$ cat src/design/rtcc_spi_map.vh
`ifndef RTCC_SPI_MAP_VH
`define RTCC_SPI_MAP_VH

// Instruction codes
`define CMD_EEPROM_WRITE 8'h02
`define CMD_EEPROM_READ 8'h03
`define CMD_LATCH_CLEAR 8'h04
`define CMD_LATCH_SET 8'h06
`define CMD_STATUS_READ 8'h05
`define CMD_STATUS_WRITE 8'h01
`define CMD_CLOCK_WRITE 8'h12
`define CMD_CLOCK_READ 8'h13
`define CMD_UNLOCK 8'h14
`define CMD_PROT_WRITE 8'h32
`define CMD_PROT_READ 8'h33
`define CMD_WDT_CLEAR 8'h44
`define CMD_SRAM_CLEAR 8'h54

// Address ranges
`define CLK_REG_LAST 8'h1F
`define SRAM_FIRST 8'h20
`define SRAM_LAST 8'h5F
`define EEPROM_LAST 8'hFF
`define PROT_LAST 8'h0F

// Reset values
`define STATUS_RESET 8'h00

// Timing
`define SYS_CLK_MHZ 250
`define WRITE_CYCLE_MS 5
`define WRITE_CYCLE_CYC (`WRITE_CYCLE_MS * 1000 * `SYS_CLK_MHZ)

// FIFO shape
`define FIFO_WIDTH 18
`define FIFO_DEPTH 8

`endif

$ cat src/design/rtcc_spi_front.v
// Operation
// - Low chip select selects; high deselects and ignores serial activity.
// - A started programming cycle completes whatever chip select does.
// - Serial output released to high impedance while deselected.
// - No command accepted until a chip select falling edge after power-up.
// - Input sampled on clock rise; output changes after clock fall.
// - First eight received bits form the instruction byte.
// - All bytes shifted most significant bit first.
// - First bit sampled on first clock rise after select falls.
// - Codes 03 and 02 read and write the EEPROM array.
// - Code 06 sets, code 04 clears the write-enable latch.
// - Codes 13 and 12 read and write the clock and SRAM space.
// - Code 14 unlocks the protected block for a following write.
// - Codes 32 and 33 write and read the protected block.
// - Code 54 clears all SRAM; code 44 clears the watchdog count.
// - Watchdog pin idles high, pulses low on overflow, selectable width.
// - Alarm routed to watchdog pin gives a low pulse per trigger.
// - Event detection holds interrupt pin low until its flag clears.
// - Routed alarm holds interrupt pin low until alarm flag clears.
// - External oscillator mode takes timekeeping clock from crystal input.
// - Clock registers at 00-1F, SRAM at 20-5F in shared space.
// - Out-of-range addresses get no response.
// - Programming starts at select rise after a valid non-clock-space write when not busy, ends within 5 ms.
`include "rtcc_spi_map.vh"
`timescale 1ns/1ps
module rtcc_spi_front #(
	parameter WRITE_CYC = `WRITE_CYCLE_CYC
)(
	input wire I_CLK_SYS,
	input wire I_NRST,
	input wire i_cs_n,
	input wire i_sck,
	input wire i_si,
	output wire o_so,
	output wire o_so_oe,
	input wire i_rd_data_valid,
	input wire [7:0] i_rd_data,
	output wire o_rd_data_ready,
	output wire o_wr_valid,
	input wire i_wr_ready,
	output wire [1:0] o_wr_space,
	output wire [7:0] o_wr_addr,
	output wire [7:0] o_wr_data,
	output reg o_rd_req,
	output reg [1:0] o_rd_space,
	output reg [7:0] o_rd_addr,
	output reg o_prog_start,
	output wire o_prog_busy,
	output reg o_wdt_clear,
	output reg o_sram_clear,
	output wire o_write_latch,
	output wire o_unlocked,
	input wire i_wdt_overflow,
	input wire [7:0] i_wdt_pulse_cyc,
	input wire i_alarm_to_wdo,
	input wire i_alarm_trig,
	input wire i_event_flag,
	input wire i_alarm_flag,
	input wire i_alarm_to_irq,
	output wire o_watchdog_out_n_oe,
	output wire o_watchdog_out_n,
	output wire o_irq_n_oe,
	output wire o_irq_n,
	input wire i_ext_osc_sel,
	input wire i_crystal_in,
	input wire i_osc_clk,
	output wire o_timekeep_clk
);
	localparam SPACE_EEPROM = 2'd0;
	localparam SPACE_CLOCK = 2'd1;
	localparam SPACE_PROT = 2'd2;
	localparam SPACE_STATUS = 2'd3;
	localparam ST_CMD = 4'b0001;
	localparam ST_ADDR = 4'b0010;
	localparam ST_DATA = 4'b0100;
	localparam ST_IDLE = 4'b1000;

	wire cs_n_s;
	wire sck_s;
	wire si_s;
	reg cs_d_r;
	reg sck_d_r;
	reg armed_r;
	reg [3:0] st_r;
	reg [3:0] st_nxt;
	reg [2:0] bit_r;
	reg [7:0] sh_r;
	reg [7:0] cmd_r;
	reg [7:0] addr_r;
	reg is_write_r;
	reg is_read_r;
	reg [1:0] space_r;
	reg wel_r;
	reg unlock_r;
	reg wr_pend_r;
	reg [7:0] tx_r;
	reg so_r;
	reg busy_r;
	reg [22:0] prog_cnt_r;
	reg [7:0] wdo_cnt_r;
	reg wdt_pend_r;
	reg wr_push_r;
	reg [17:0] wr_word_r;

	wire sel_fall = cs_d_r && !cs_n_s;
	wire sel_rise = !cs_d_r && cs_n_s;
	wire selected = !cs_n_s && armed_r;
	wire sck_rise = selected && !sck_d_r && sck_s;
	wire sck_fall = selected && sck_d_r && !sck_s;
	wire [7:0] byte_in = {sh_r[6:0], si_s};
	wire byte_done = sck_rise && (bit_r == 3'd7);

	// Pins pass two flops before use; select path resets low so a pin held
	// low through reset never shows a false falling edge
	rtcc_sync2 #(.RESET_VAL(1'b0)) u_cs (.i_clk(I_CLK_SYS), .i_nrst(I_NRST),
		.i_async(i_cs_n), .o_sync(cs_n_s));
	rtcc_sync2 #(.RESET_VAL(1'b0)) u_sck (.i_clk(I_CLK_SYS), .i_nrst(I_NRST),
		.i_async(i_sck), .o_sync(sck_s));
	rtcc_sync2 #(.RESET_VAL(1'b0)) u_si (.i_clk(I_CLK_SYS), .i_nrst(I_NRST),
		.i_async(i_si), .o_sync(si_s));

	// Write words queue toward the memory side
	rtcc_fifo #(.WIDTH(`FIFO_WIDTH), .DEPTH(`FIFO_DEPTH), .AW(3)) u_wr_fifo (
		.i_clk(I_CLK_SYS), .i_nrst(I_NRST),
		.i_valid(wr_push_r), .o_ready(),
		.i_data(wr_word_r),
		.o_valid(o_wr_valid), .i_ready(i_wr_ready && !busy_r),
		.o_data({o_wr_space, o_wr_addr, o_wr_data}));

	// Range check per space
	function in_range;
		input [1:0] sp;
		input [7:0] a;
		begin
			case (sp)
				SPACE_CLOCK: in_range = (a <= `SRAM_LAST);
				SPACE_PROT: in_range = (a <= `PROT_LAST);
				default: in_range = 1'b1;
			endcase
		end
	endfunction

	// Transaction sequencer
	always @*
	begin
		st_nxt = st_r;
		case (st_r)
			ST_CMD:
				if (byte_done)
					st_nxt = (is_cmd_addr(byte_in)) ? ST_ADDR :
						(byte_in == `CMD_STATUS_READ || byte_in == `CMD_STATUS_WRITE) ?
						ST_DATA : ST_IDLE;
			ST_ADDR:
				if (byte_done)
					st_nxt = in_range(space_r, byte_in) ? ST_DATA : ST_IDLE;
			ST_DATA: st_nxt = ST_DATA;
			ST_IDLE: st_nxt = ST_IDLE;
			default: st_nxt = ST_CMD;
		endcase
		if (!selected)
			st_nxt = ST_CMD;
	end

	function is_cmd_addr;
		input [7:0] c;
		begin
			is_cmd_addr = (c == `CMD_EEPROM_READ) || (c == `CMD_EEPROM_WRITE) ||
				(c == `CMD_CLOCK_READ) || (c == `CMD_CLOCK_WRITE) ||
				(c == `CMD_PROT_READ) || (c == `CMD_PROT_WRITE);
		end
	endfunction

	// Serial front end and decoder
	always @(posedge I_CLK_SYS)
	begin
		if (!I_NRST)
		begin
			cs_d_r <= 1'b0;
			sck_d_r <= 1'b0;
			armed_r <= 1'b0;
			st_r <= ST_CMD;
			bit_r <= 3'd0;
			sh_r <= 8'h00;
			cmd_r <= 8'h00;
			addr_r <= 8'h00;
			is_write_r <= 1'b0;
			is_read_r <= 1'b0;
			space_r <= SPACE_EEPROM;
			wel_r <= 1'b0;
			unlock_r <= 1'b0;
			wr_pend_r <= 1'b0;
			tx_r <= 8'h00;
			so_r <= 1'b0;
			o_rd_req <= 1'b0;
			o_rd_space <= SPACE_EEPROM;
			o_rd_addr <= 8'h00;
			o_wdt_clear <= 1'b0;
			o_sram_clear <= 1'b0;
			o_prog_start <= 1'b0;
			wr_push_r <= 1'b0;
			wr_word_r <= 18'h00000;
		end
		else
		begin
			cs_d_r <= cs_n_s;
			sck_d_r <= sck_s;
			st_r <= st_nxt;
			o_rd_req <= 1'b0;
			o_wdt_clear <= 1'b0;
			o_sram_clear <= 1'b0;
			o_prog_start <= 1'b0;
			wr_push_r <= 1'b0;
			if (sel_fall)
				armed_r <= 1'b1;
			if (!selected)
			begin
				bit_r <= 3'd0;
				sh_r <= 8'h00;
			end
			else if (sck_rise)
			begin
				sh_r <= byte_in;
				bit_r <= bit_r + 3'd1;
			end
			if (st_r == ST_CMD && byte_done)
			begin
				cmd_r <= byte_in;
				is_read_r <= 1'b0;
				is_write_r <= 1'b0;
				case (byte_in)
					`CMD_EEPROM_READ: begin space_r <= SPACE_EEPROM; is_read_r <= 1'b1; end
					`CMD_EEPROM_WRITE:
					begin
						space_r <= SPACE_EEPROM;
						is_write_r <= wel_r;
					end
					`CMD_LATCH_SET: wel_r <= 1'b1;
					`CMD_LATCH_CLEAR: wel_r <= 1'b0;
					`CMD_CLOCK_READ: begin space_r <= SPACE_CLOCK; is_read_r <= 1'b1; end
					`CMD_CLOCK_WRITE: begin space_r <= SPACE_CLOCK; is_write_r <= 1'b1; end
					`CMD_UNLOCK: unlock_r <= 1'b1;
					`CMD_PROT_READ: begin space_r <= SPACE_PROT; is_read_r <= 1'b1; end
					`CMD_PROT_WRITE:
					begin
						space_r <= SPACE_PROT;
						is_write_r <= wel_r && unlock_r;
					end
					`CMD_STATUS_READ:
					begin
						space_r <= SPACE_STATUS;
						is_read_r <= 1'b1;
						o_rd_req <= 1'b1;
						o_rd_space <= SPACE_STATUS;
						o_rd_addr <= 8'h00;
					end
					`CMD_STATUS_WRITE: begin space_r <= SPACE_STATUS; is_write_r <= wel_r; end
					`CMD_WDT_CLEAR: o_wdt_clear <= 1'b1;
					`CMD_SRAM_CLEAR: o_sram_clear <= 1'b1;
					default: ;
				endcase
			end
			if (st_r == ST_ADDR && byte_done)
			begin
				addr_r <= byte_in;
				if (is_read_r && in_range(space_r, byte_in))
				begin
					o_rd_req <= 1'b1;
					o_rd_space <= space_r;
					o_rd_addr <= byte_in;
				end
			end
			if (st_r == ST_DATA && byte_done)
			begin
				if (is_write_r && in_range(space_r, addr_r))
				begin
					wr_push_r <= 1'b1;
					wr_word_r <= {space_r, addr_r, byte_in};
					wr_pend_r <= (space_r != SPACE_CLOCK);
				end
				if (is_read_r && space_r != SPACE_STATUS && in_range(space_r, addr_r + 8'd1))
				begin
					o_rd_req <= 1'b1;
					o_rd_space <= space_r;
					o_rd_addr <= addr_r + 8'd1;
				end
				addr_r <= addr_r + 8'd1;
			end
			// Load next read byte
			if (i_rd_data_valid)
				tx_r <= i_rd_data;
			if (sck_fall && st_r == ST_DATA && is_read_r)
			begin
				so_r <= tx_r[7 - bit_r];
			end
			if (sel_rise && wr_pend_r && !busy_r)
			begin
				o_prog_start <= 1'b1;
				wr_pend_r <= 1'b0;
				wel_r <= 1'b0;
				unlock_r <= 1'b0;
			end
			else if (sel_rise)
				wr_pend_r <= 1'b0;
		end
	end

	assign o_rd_data_ready = 1'b1;
	assign o_write_latch = wel_r;
	assign o_unlocked = unlock_r;
	assign o_so = so_r;
	assign o_so_oe = selected && st_r == ST_DATA && is_read_r;

	always @(posedge I_CLK_SYS)
	begin
		if (!I_NRST)
		begin
			busy_r <= 1'b0;
			prog_cnt_r <= 23'd0;
		end
		else if (o_prog_start)
		begin
			busy_r <= 1'b1;
			prog_cnt_r <= WRITE_CYC[22:0] - 23'd1;
		end
		else if (busy_r)
		begin
			if (prog_cnt_r == 23'd0)
				busy_r <= 1'b0;
			else
				prog_cnt_r <= prog_cnt_r - 23'd1;
		end
	end
	assign o_prog_busy = busy_r;

	always @(posedge I_CLK_SYS)
	begin
		if (!I_NRST)
		begin
			wdo_cnt_r <= 8'h00;
			wdt_pend_r <= 1'b0;
		end
		else if (wdo_cnt_r == 8'h00 &&
			(i_wdt_overflow || (i_alarm_to_wdo && i_alarm_trig)))
			wdo_cnt_r <= (i_wdt_pulse_cyc == 8'h00) ? 8'h01 : i_wdt_pulse_cyc;
		else if (wdo_cnt_r != 8'h00)
			wdo_cnt_r <= wdo_cnt_r - 8'h01;
	end
	assign o_watchdog_out_n = 1'b0;
	assign o_watchdog_out_n_oe = (wdo_cnt_r != 8'h00);

	assign o_irq_n = 1'b0;
	assign o_irq_n_oe = i_event_flag || (i_alarm_to_irq && i_alarm_flag);

	assign o_timekeep_clk = i_ext_osc_sel ? i_crystal_in : i_osc_clk;
endmodule

$ cat src/design/rtcc_sync2.v
`timescale 1ns/1ps
// Two-flop synchroniser for one pin level
module rtcc_sync2 #(
	parameter RESET_VAL = 1'b0
)(
	input wire i_clk,
	input wire i_nrst,
	input wire i_async,
	output wire o_sync
);
	reg meta_r;
	reg sync_r;

	// First stage is read only by the second
	always @(posedge i_clk)
	begin
		if (!i_nrst)
		begin
			meta_r <= RESET_VAL;
			sync_r <= RESET_VAL;
		end
		else
		begin
			meta_r <= i_async;
			sync_r <= meta_r;
		end
	end

	assign o_sync = sync_r;
endmodule

$ cat src/design/rtcc_fifo.v
`timescale 1ns/1ps
// Synchronous FIFO with valid and ready on both sides
module rtcc_fifo #(
	parameter WIDTH = 16,
	parameter DEPTH = 8,
	parameter AW = 3
)(
	input wire i_clk,
	input wire i_nrst,
	input wire i_valid,
	output wire o_ready,
	input wire [WIDTH-1:0] i_data,
	output wire o_valid,
	input wire i_ready,
	output wire [WIDTH-1:0] o_data
);
	reg [WIDTH-1:0] mem [0:DEPTH-1];
	reg [AW-1:0] wr_r;
	reg [AW-1:0] rd_r;
	reg [AW:0] cnt_r;
	wire push;
	wire pop;

	assign o_ready = (cnt_r != DEPTH[AW:0]);
	assign o_valid = (cnt_r != {(AW+1){1'b0}});
	assign push = i_valid && o_ready;
	assign pop = o_valid && i_ready;
	assign o_data = mem[rd_r];

	// Storage write
	always @(posedge i_clk)
	begin
		if (push)
			mem[wr_r] <= i_data;
	end

	// Pointers and fill count
	always @(posedge i_clk)
	begin
		if (!i_nrst)
		begin
			wr_r <= {AW{1'b0}};
			rd_r <= {AW{1'b0}};
			cnt_r <= {(AW+1){1'b0}};
		end
		else
		begin
			if (push)
				wr_r <= wr_r + 1'b1;
			if (pop)
				rd_r <= rd_r + 1'b1;
			if (push && !pop)
				cnt_r <= cnt_r + 1'b1;
			else if (pop && !push)
				cnt_r <= cnt_r - 1'b1;
		end
	end
endmodule

$ cat config.mk
export PLATFORM = sky130hd
export DESIGN_NAME = rtcc_spi_front
export DESIGN_NICKNAME = d
export VERILOG_FILES = /design/src/design/rtcc_spi_front.v /design/src/design/rtcc_sync2.v /design/src/design/rtcc_fifo.v
export VERILOG_INCLUDE_DIRS = /design/src /design/src/design
export SDC_FILE = /design/constraint.sdc
export NUM_CORES = 1
export LEC_CHECK = 0
export ABC_AREA = 1
export BUFFER_PORTS_ARGS = -buffer_cell sky130_fd_sc_hd__buf_4
export CAP_MARGIN = 20
export CORE_AREA = 2 2 137 139
export DETAILED_ROUTE_END_ITERATION = 10
export DIE_AREA = 0 0 139 141
export PLACE_DENSITY = 0.86
export SLEW_MARGIN = 15
export SYNTH_ARGS = -nofsm -noshare
export SYNTH_HDL_FRONTEND = slang
export SYNTH_SLANG_ARGS = --single-unit
$ cat constraint.sdc
create_clock -name I_CLK_SYS -period 6.39 [get_ports I_CLK_SYS]
set_input_delay 0.9585 -clock I_CLK_SYS [delete_from_list [all_inputs] [get_ports I_CLK_SYS]]
set_output_delay 0.9585 -clock I_CLK_SYS [all_outputs]
set_load 0.01 [all_outputs]
==> impl_metrics.toml, run 1 <==
[setup_path]
critPathRequiredTime_ns = 5.43
cp_max_fo = 73
critPathLaunchType = "register"
path_class = "reg2out"
r2r_cells = 9
cp-end-kind = "primary output"
cp.arrival_ns = 3.07

[yosys]
synth_top_family_by_area = "simple AND/OR/NAND/NOR gates"
synth_edf_count = 144
ys_ff_latch = 269
synth.distinct_cells = 51
synth-async-reset-ratio_pct = 0
synth-simple-area-share_pct = 18.4
synthAdderAreaFrac_pct = 1.67
synth_compound_area_share_pct = 14.0
postSynthCellCount = 1279
ys_seq_area_share_pct = 58.5
ys.flop_type = "edfxtp_1"
synthMuxAreaShare_pct = 0.0965
synth_warnings = 0
syn_area_per_cell_sq_um = 9.12
synth_xor_area_share_pct = 0.676
syn_area_sq_um = 11700

[routing]
post-route-drc-count = 0
post_drt_wl_per_cell_microns = 16.8
routed_wirelength_microns = 26800
dr.pass1.iters = 5
vias = 9325
viasPerCell = 5.85
drtIter0Drc = 991
antenna_left = 0

[timing]
fin_worst_skew_ns = 0.0126
worstMarginPinSlew_ns = 1.08
fin_crit_ns = 4.03
fmaxAchievable_ghz = 0.248
report.final.setup_viol = 0
period_share_pct = 63.1
rsz0062_at_grt = "false"
tns_ns = 0
max-slew-margin-rel_pct = 28.1
hold_viol = 0
slew_viol_final = 0

[final_layout]
drive_gt1_share_pct = 11.8
layout_common_cells = "nor2_1, nand2_1, edfxtp_1"
regArea_sq_um = 6830
final_common_cell = "nor2_1"
fin_area_sq_um = 13300
finish.utilization_pct = 72.8
diodes = 0
fill_cells = 1277
syn_to_final_growth_pct = 13.9
multiInputGateArea_sq_um = 4070
fin_nets = 1387

[clock_tree]
cts_max_path_buffers = 3
clk_latency_ns = 0.53
clk_pin_slew_worst_paths_ns = 0.06
cts_tree = "done"
cts_hold_buf = 0
cts_resized = 0
h-tree-depth = 1
clockRootBuffer = "clkbuf_16"
cts_buffers = 26
cts_sinks = 269
cts_setup_buffers = 0

[die]
die-area_sq_um = 19600
initial_core_util_pct = 63.9
pin_count = 76
coreArea_sq_um = 18300
die_y_microns = 141
num_rows = 50
dieWidth_microns = 139

[global_route]
grt_overflow = 0
grtUsageTotal_pct = 27.1
grt_pass1_wl_microns = 43400
grt_max_degree = 75
antenna_found_initial = 0
grt_pass1_vias = 9055

[place]
hpwl_microns = 16300
placed_cell_area_sq_um = 12300
gp_congestion = 0.923
io_buffer_count = 72

[power]
max-vdd-ir-drop_uv = 269
p_leak_nw = 5.07
power_density_nw_per_um2 = 334

[run]
drv_cap = 0

[min_path]
hold_path_class = "reg2reg"
min_path_cells = 2

[status]
status = "completed"
-- power breakdown --
group / switching (mW) / internal (mW)
registers: 0.0328 / 1.85
clock network: 0.636 / 1.02
logic: 0.571 / 0.339
total: 1.24 / 3.21
-- Yosys cell counts, types with 2 or more instances --
master | number | area share [%]
conb_1 | 2 | 0.064
nor2_2 | 7 | 0.38
nand4_1 | 9 | 0.48
ha_1 | 14 | 1.5
buf_6 | 5 | 0.48
nor2_1 | 234 | 7.5
o21ai_0 | 139 | 6.0
xnor2_1 | 3 | 0.23
buf_1 | 7 | 0.23
o211ai_1 | 5 | 0.32
nor3_1 | 12 | 0.51
nor3b_1 | 2 | 0.13
nor2_4 | 4 | 0.39
nand2_1 | 159 | 5.1
inv_1 | 129 | 4.2
nor2_8 | 2 | 0.34
clkbuf_1 | 33 | 1.1
nand2_2 | 6 | 0.32
clkinv_1 | 4 | 0.13
o221ai_1 | 8 | 0.60
buf_2 | 3 | 0.13
a211oi_1 | 2 | 0.13
xor2_1 | 6 | 0.45
dfxtp_1 | 125 | 21
a221oi_1 | 3 | 0.23
a31oi_1 | 23 | 1.2
o22ai_1 | 25 | 1.3
edfxtp_1 | 144 | 37
nand3_1 | 40 | 1.7
o21ai_1 | 12 | 0.51
buf_4 | 4 | 0.26
inv_2 | 4 | 0.13
nor4_1 | 7 | 0.38
nand3_2 | 5 | 0.43
a21oi_1 | 76 | 3.3
-- sequential cells by signal, indices dropped and copies added (netlist names), 2 cells and up, named ones only --
name / count
u_wr_fifo.cnt_r: 4
wr_word_r: 18
tx_r: 8
u_wr_fifo.rd_r: 3
sh_r: 7
u_wr_fifo.mem: 144
o_rd_space: 2
space_r: 2
u_wr_fifo.wr_r: 3
addr_r: 8
st_r: 4
wdo_cnt_r: 8
bit_r: 3
o_rd_addr: 8
prog_cnt_r: 23
-- worst max-delay path, cell delays in order (launching register included) --
cell and delay (ns):
dfxtp_2 0.31, buf_4 0.33, inv_2 0.86, o21ai_0 0.24
o22ai_1 0.22, nor2_1 0.06, a31oi_1 0.26, buf_4 0.18
-- metrics by stage --
step	hold slack (ns)	total power, mW	setup WS, ns	instances
floorplan	0.390	2.51	3.97	1280
global placement	0.394	2.77	3.07	1545
detailed placement	0.405	2.80	2.96	1545
CTS	0.419	4.45	2.43	1593
global route	0.442	4.63	2.19	1594
finish	0.414	4.45	2.36	1594
-- final timing paths --
check                          from                        end  slack [ns]
max                        register               o_wr_data[0]        2.36
min reg2reg  u_si.meta_r$_SDFF_PN0_     u_si.o_sync$_SDFF_PN0_        0.41
min          u_si.meta_r$_SDFF_PN0_     u_si.o_sync$_SDFF_PN0_        0.41
max reg2reg   bit_r[0]$_SDFFE_PN0P_  wr_word_r[8]$_SDFFE_PN0P_        3.93
-- final cells by class --
class	instances	share of cell area [%]
tap	234	2.20
clock inverter	12	1.40
sequential	269	51.4
timing repair buffer	84	4.89
clock buffer	36	5.59
multi-input combinational	821	30.6
inverter	138	3.92
-- layer usage --
metal / up-vias / track usage [%] / share of wire [%]
li1: 4458 / - / -
met1: 4339 / 34.1 / 40
met2: 445 / 47.2 / 50
met3: 83 / 3.74 / 7.4
met4: 0 / 11.8 / 3.0
met5: - / 0 / 0
-- kinds of logic (layout without fill, tap and decap cells) --
family                     count (synthesis)  count (layout)
and+or+nand+nor                          494             494
AOI/OAI and AO/OA                        299             299
DFF                                      269             269
buffers and inverters                    190             270
adders and majority gates                 15              15
xor gates and xnor gates                   9               9
other                                      2               3
muxes                                      1               1
Note: power is estimated with default switching activity, not from simulation.
==> inputs of run 2 (changes only) <==
--- a/config.mk
+++ b/config.mk
@@ -9,10 +9,10 @@
 export ABC_AREA = 1
 export BUFFER_PORTS_ARGS = -buffer_cell sky130_fd_sc_hd__buf_4
 export CAP_MARGIN = 20
-export CORE_AREA = 2 2 137 139
+export CORE_AREA = 2 2 149 151
 export DETAILED_ROUTE_END_ITERATION = 10
-export DIE_AREA = 0 0 139 141
-export PLACE_DENSITY = 0.86
+export DIE_AREA = 0 0 151 153
+export PLACE_DENSITY = 0.78
 export SLEW_MARGIN = 15
 export SYNTH_ARGS = -nofsm -noshare
 export SYNTH_HDL_FRONTEND = slang
==> constraint.sdc (replaced) <==
create_clock -name I_CLK_SYS -period 3.7 [get_ports I_CLK_SYS]
set_input_delay 0.555 -clock I_CLK_SYS [delete_from_list [all_inputs] [get_ports I_CLK_SYS]]
set_output_delay 0.555 -clock I_CLK_SYS [all_outputs]
set_load 0.01 [all_outputs]
==> run 2 against run 1 <==
  * Critical endpoint is now o_wr_data[7]
  * Critical path type unchanged
  * First-iteration DRC count fell by 23%
  * Combinational power grew 74%
  * Final area rose by 0.50%
  * Worst setup slack got worse by 1.6 ns
  * Clock skew shrank 0.0016 ns
  * Flip-flop and latch count did not move
  * Non-clock buffer count is 3 higher
  * Die area is 18% higher
==> impl_metrics.toml, run 2 (same netlist as run 1, synthesis figures left out) <==
[timing]
worstMarginPinSlew_ns = 0.867
fin_crit_ns = 2.95
max-slew-margin-rel_pct = 42.0
period_share_pct = 79.6
fmaxAchievable_ghz = 0.339
report.final.setup_viol = 0
slew_viol_final = 0
tns_ns = 0
hold_viol = 0
fin_worst_skew_ns = 0.0110
timing.hold.ws_ns = 0.212
rsz0062_at_grt = "false"

[run]
drv_cap = 0

[setup_path]
cp-end-kind = "primary output"
crit_chain = "buf_4, o21ai_0, o22ai_1, nor2_1, a31oi_1, buf_4"
critPathRequiredTime_ns = 3.14
worst_path_most_repeated_cell = "buf_4"
path_buf_inv = 2
cp_max_fo = 72
critPathTopFamily = "buffers and inverters"
path_class = "reg2out"
critical_path.max_stage_delay_ns = 0.56
critPathLaunchType = "register"
critPathSlowestCell = "buf_4"
cp.arrival_ns = 2.39

[clock_tree]
cts_hold_buf = 0
cts_setup_buffers = 0
clockRootBuffer = "clkbuf_16"
cts_tree = "done"
cts_max_path_buffers = 3
clk_latency_ns = 0.53
cts_sinks = 269
h-tree-depth = 1
clk_pin_slew_worst_paths_ns = 0.06
cts_buffers = 26
cts_resized = 0

[routing]
post-route-drc-count = 0
dr.pass1.iters = 6
vias = 8972
routed_wirelength_microns = 25600
antenna_left = 0
post_drt_wl_per_cell_microns = 15.6
drtIter0Drc = 762
viasPerCell = 5.46

[place]
io_buffer_count = 72
gp_congestion = 0.903
hpwl_microns = 16600
place_inst = 1595
placed_cell_area_sq_um = 12400

[power]
power_density_nw_per_um2 = 570
seqPwrFrac_pct = 42.8
max-vdd-ir-drop_uv = 282
comb_power_share_pct = 20.7
p_clk_share_pct = 36.5
cellInternalPower_mw = 5.49
swShare_pct = 28.0
p_switching_mw = 2.13
p_leak_nw = 5.08

[final_layout]
layout_common_cells = "nor2_1, nand2_1, edfxtp_1"
finish.utilization_pct = 62.2
syn_to_final_growth_pct = 14.5
largest_reg_flops = 144
final_common_cell = "nor2_1"
regMostFlops = "u_wr_fifo.mem"
fin_area_sq_um = 13400
diodes = 0
fin_nets = 1390
fin_cells = 1643
drive_gt1_share_pct = 12.3
reg.largest.list = "u_wr_fifo.mem: 144 flops, prog_cnt_r: 23 flops, wr_word_r: 18 flops"

[status]
status = "completed"

[die]
coreArea_sq_um = 21500
pin_count = 76
dieWidth_microns = 151
initial_core_util_pct = 54.3
die-area_sq_um = 23100
num_rows = 54
die_y_microns = 153

[global_route]
grt_overflow = 0
grt_pass1_vias = 8524
grt_pass1_wl_microns = 41900
grt_max_degree = 74
antenna_found_initial = 0
grtUsageTotal_pct = 22.3

[min_path]
hold_path_class = "in2reg"
==> run 2: cell count changes in the layout (fill, tap and decap cells not counted), moves of 2 or more <==
cell       before  now
clkbuf_1        5    3
clkinv_1        6    4
clkinv_4        0    3
bufinv_16       5    3
buf_4          83   86
==> run 2: stage by stage <==
step / total power [mW] / setup WS (ns)
final: 7.62 / 0.754
after CTS: 7.67 / 0.784
after global routing: 7.98 / 0.608
after detailed placement: 4.90 / 1.30
after floorplan: 4.34 / 1.46
after global placement: 4.84 / 1.39
==> run 2: layout make-up <==
type	count	area, sq um
Tap cell	280	350
Clock inverter	11	144
Inverter	138	520
Fill cell	1742	8130
Sequential cell	269	6830
Multi-Input combinational cell	821	4070
Timing Repair Buffer	87	666
Clock buffer	37	779
==> run 2: per-layer routing <==
layer | part of all wire (%) | vias up | routed length [microns] | global-route usage [%]
met5 | 0 | - | 0 | 0
met1 | 44 | 4198 | 11300 | 30.6
met4 | 1.8 | 0 | 469 | 6.32
li1 | - | 4460 | - | -
met3 | 5.8 | 43 | 1490 | 3.82
met2 | 48 | 271 | 12400 | 36.7
==> run 2: worst paths after layout <==
| path | from | to | slack (ns) | cells past startpoint |
|---|---|---|---|---|
| setup reg to reg | bit_r[0]$_SDFFE_PN0P_ | wr_word_r[8]$_SDFFE_PN0P_ | 1.24 | 9 |
| hold / removal | i_si | u_si.meta_r$_SDFF_PN0_ | 0.21 | 3 |
| setup / recovery | register | o_wr_data[7] | 0.75 | 6 |
| hold reg to reg | u_si.meta_r$_SDFF_PN0_ | u_si.o_sync$_SDFF_PN0_ | 0.41 | 2 |
==> run 2: power by group through the flow <==
stage	clock network (mW)	registers [mW]	logic [mW]
after floorplan	0	3.30	1.03
after global placement	0	3.32	1.53
after detailed placement	0	3.32	1.58
after CTS	2.82	3.26	1.59
after global routing	2.94	3.27	1.77
final	2.78	3.26	1.58
==> run 2: worst min-delay path, cell delays in order <==
cell and delay [ns]:
buf_4 0.07, nand2_1 0.04, inv_1 0.04
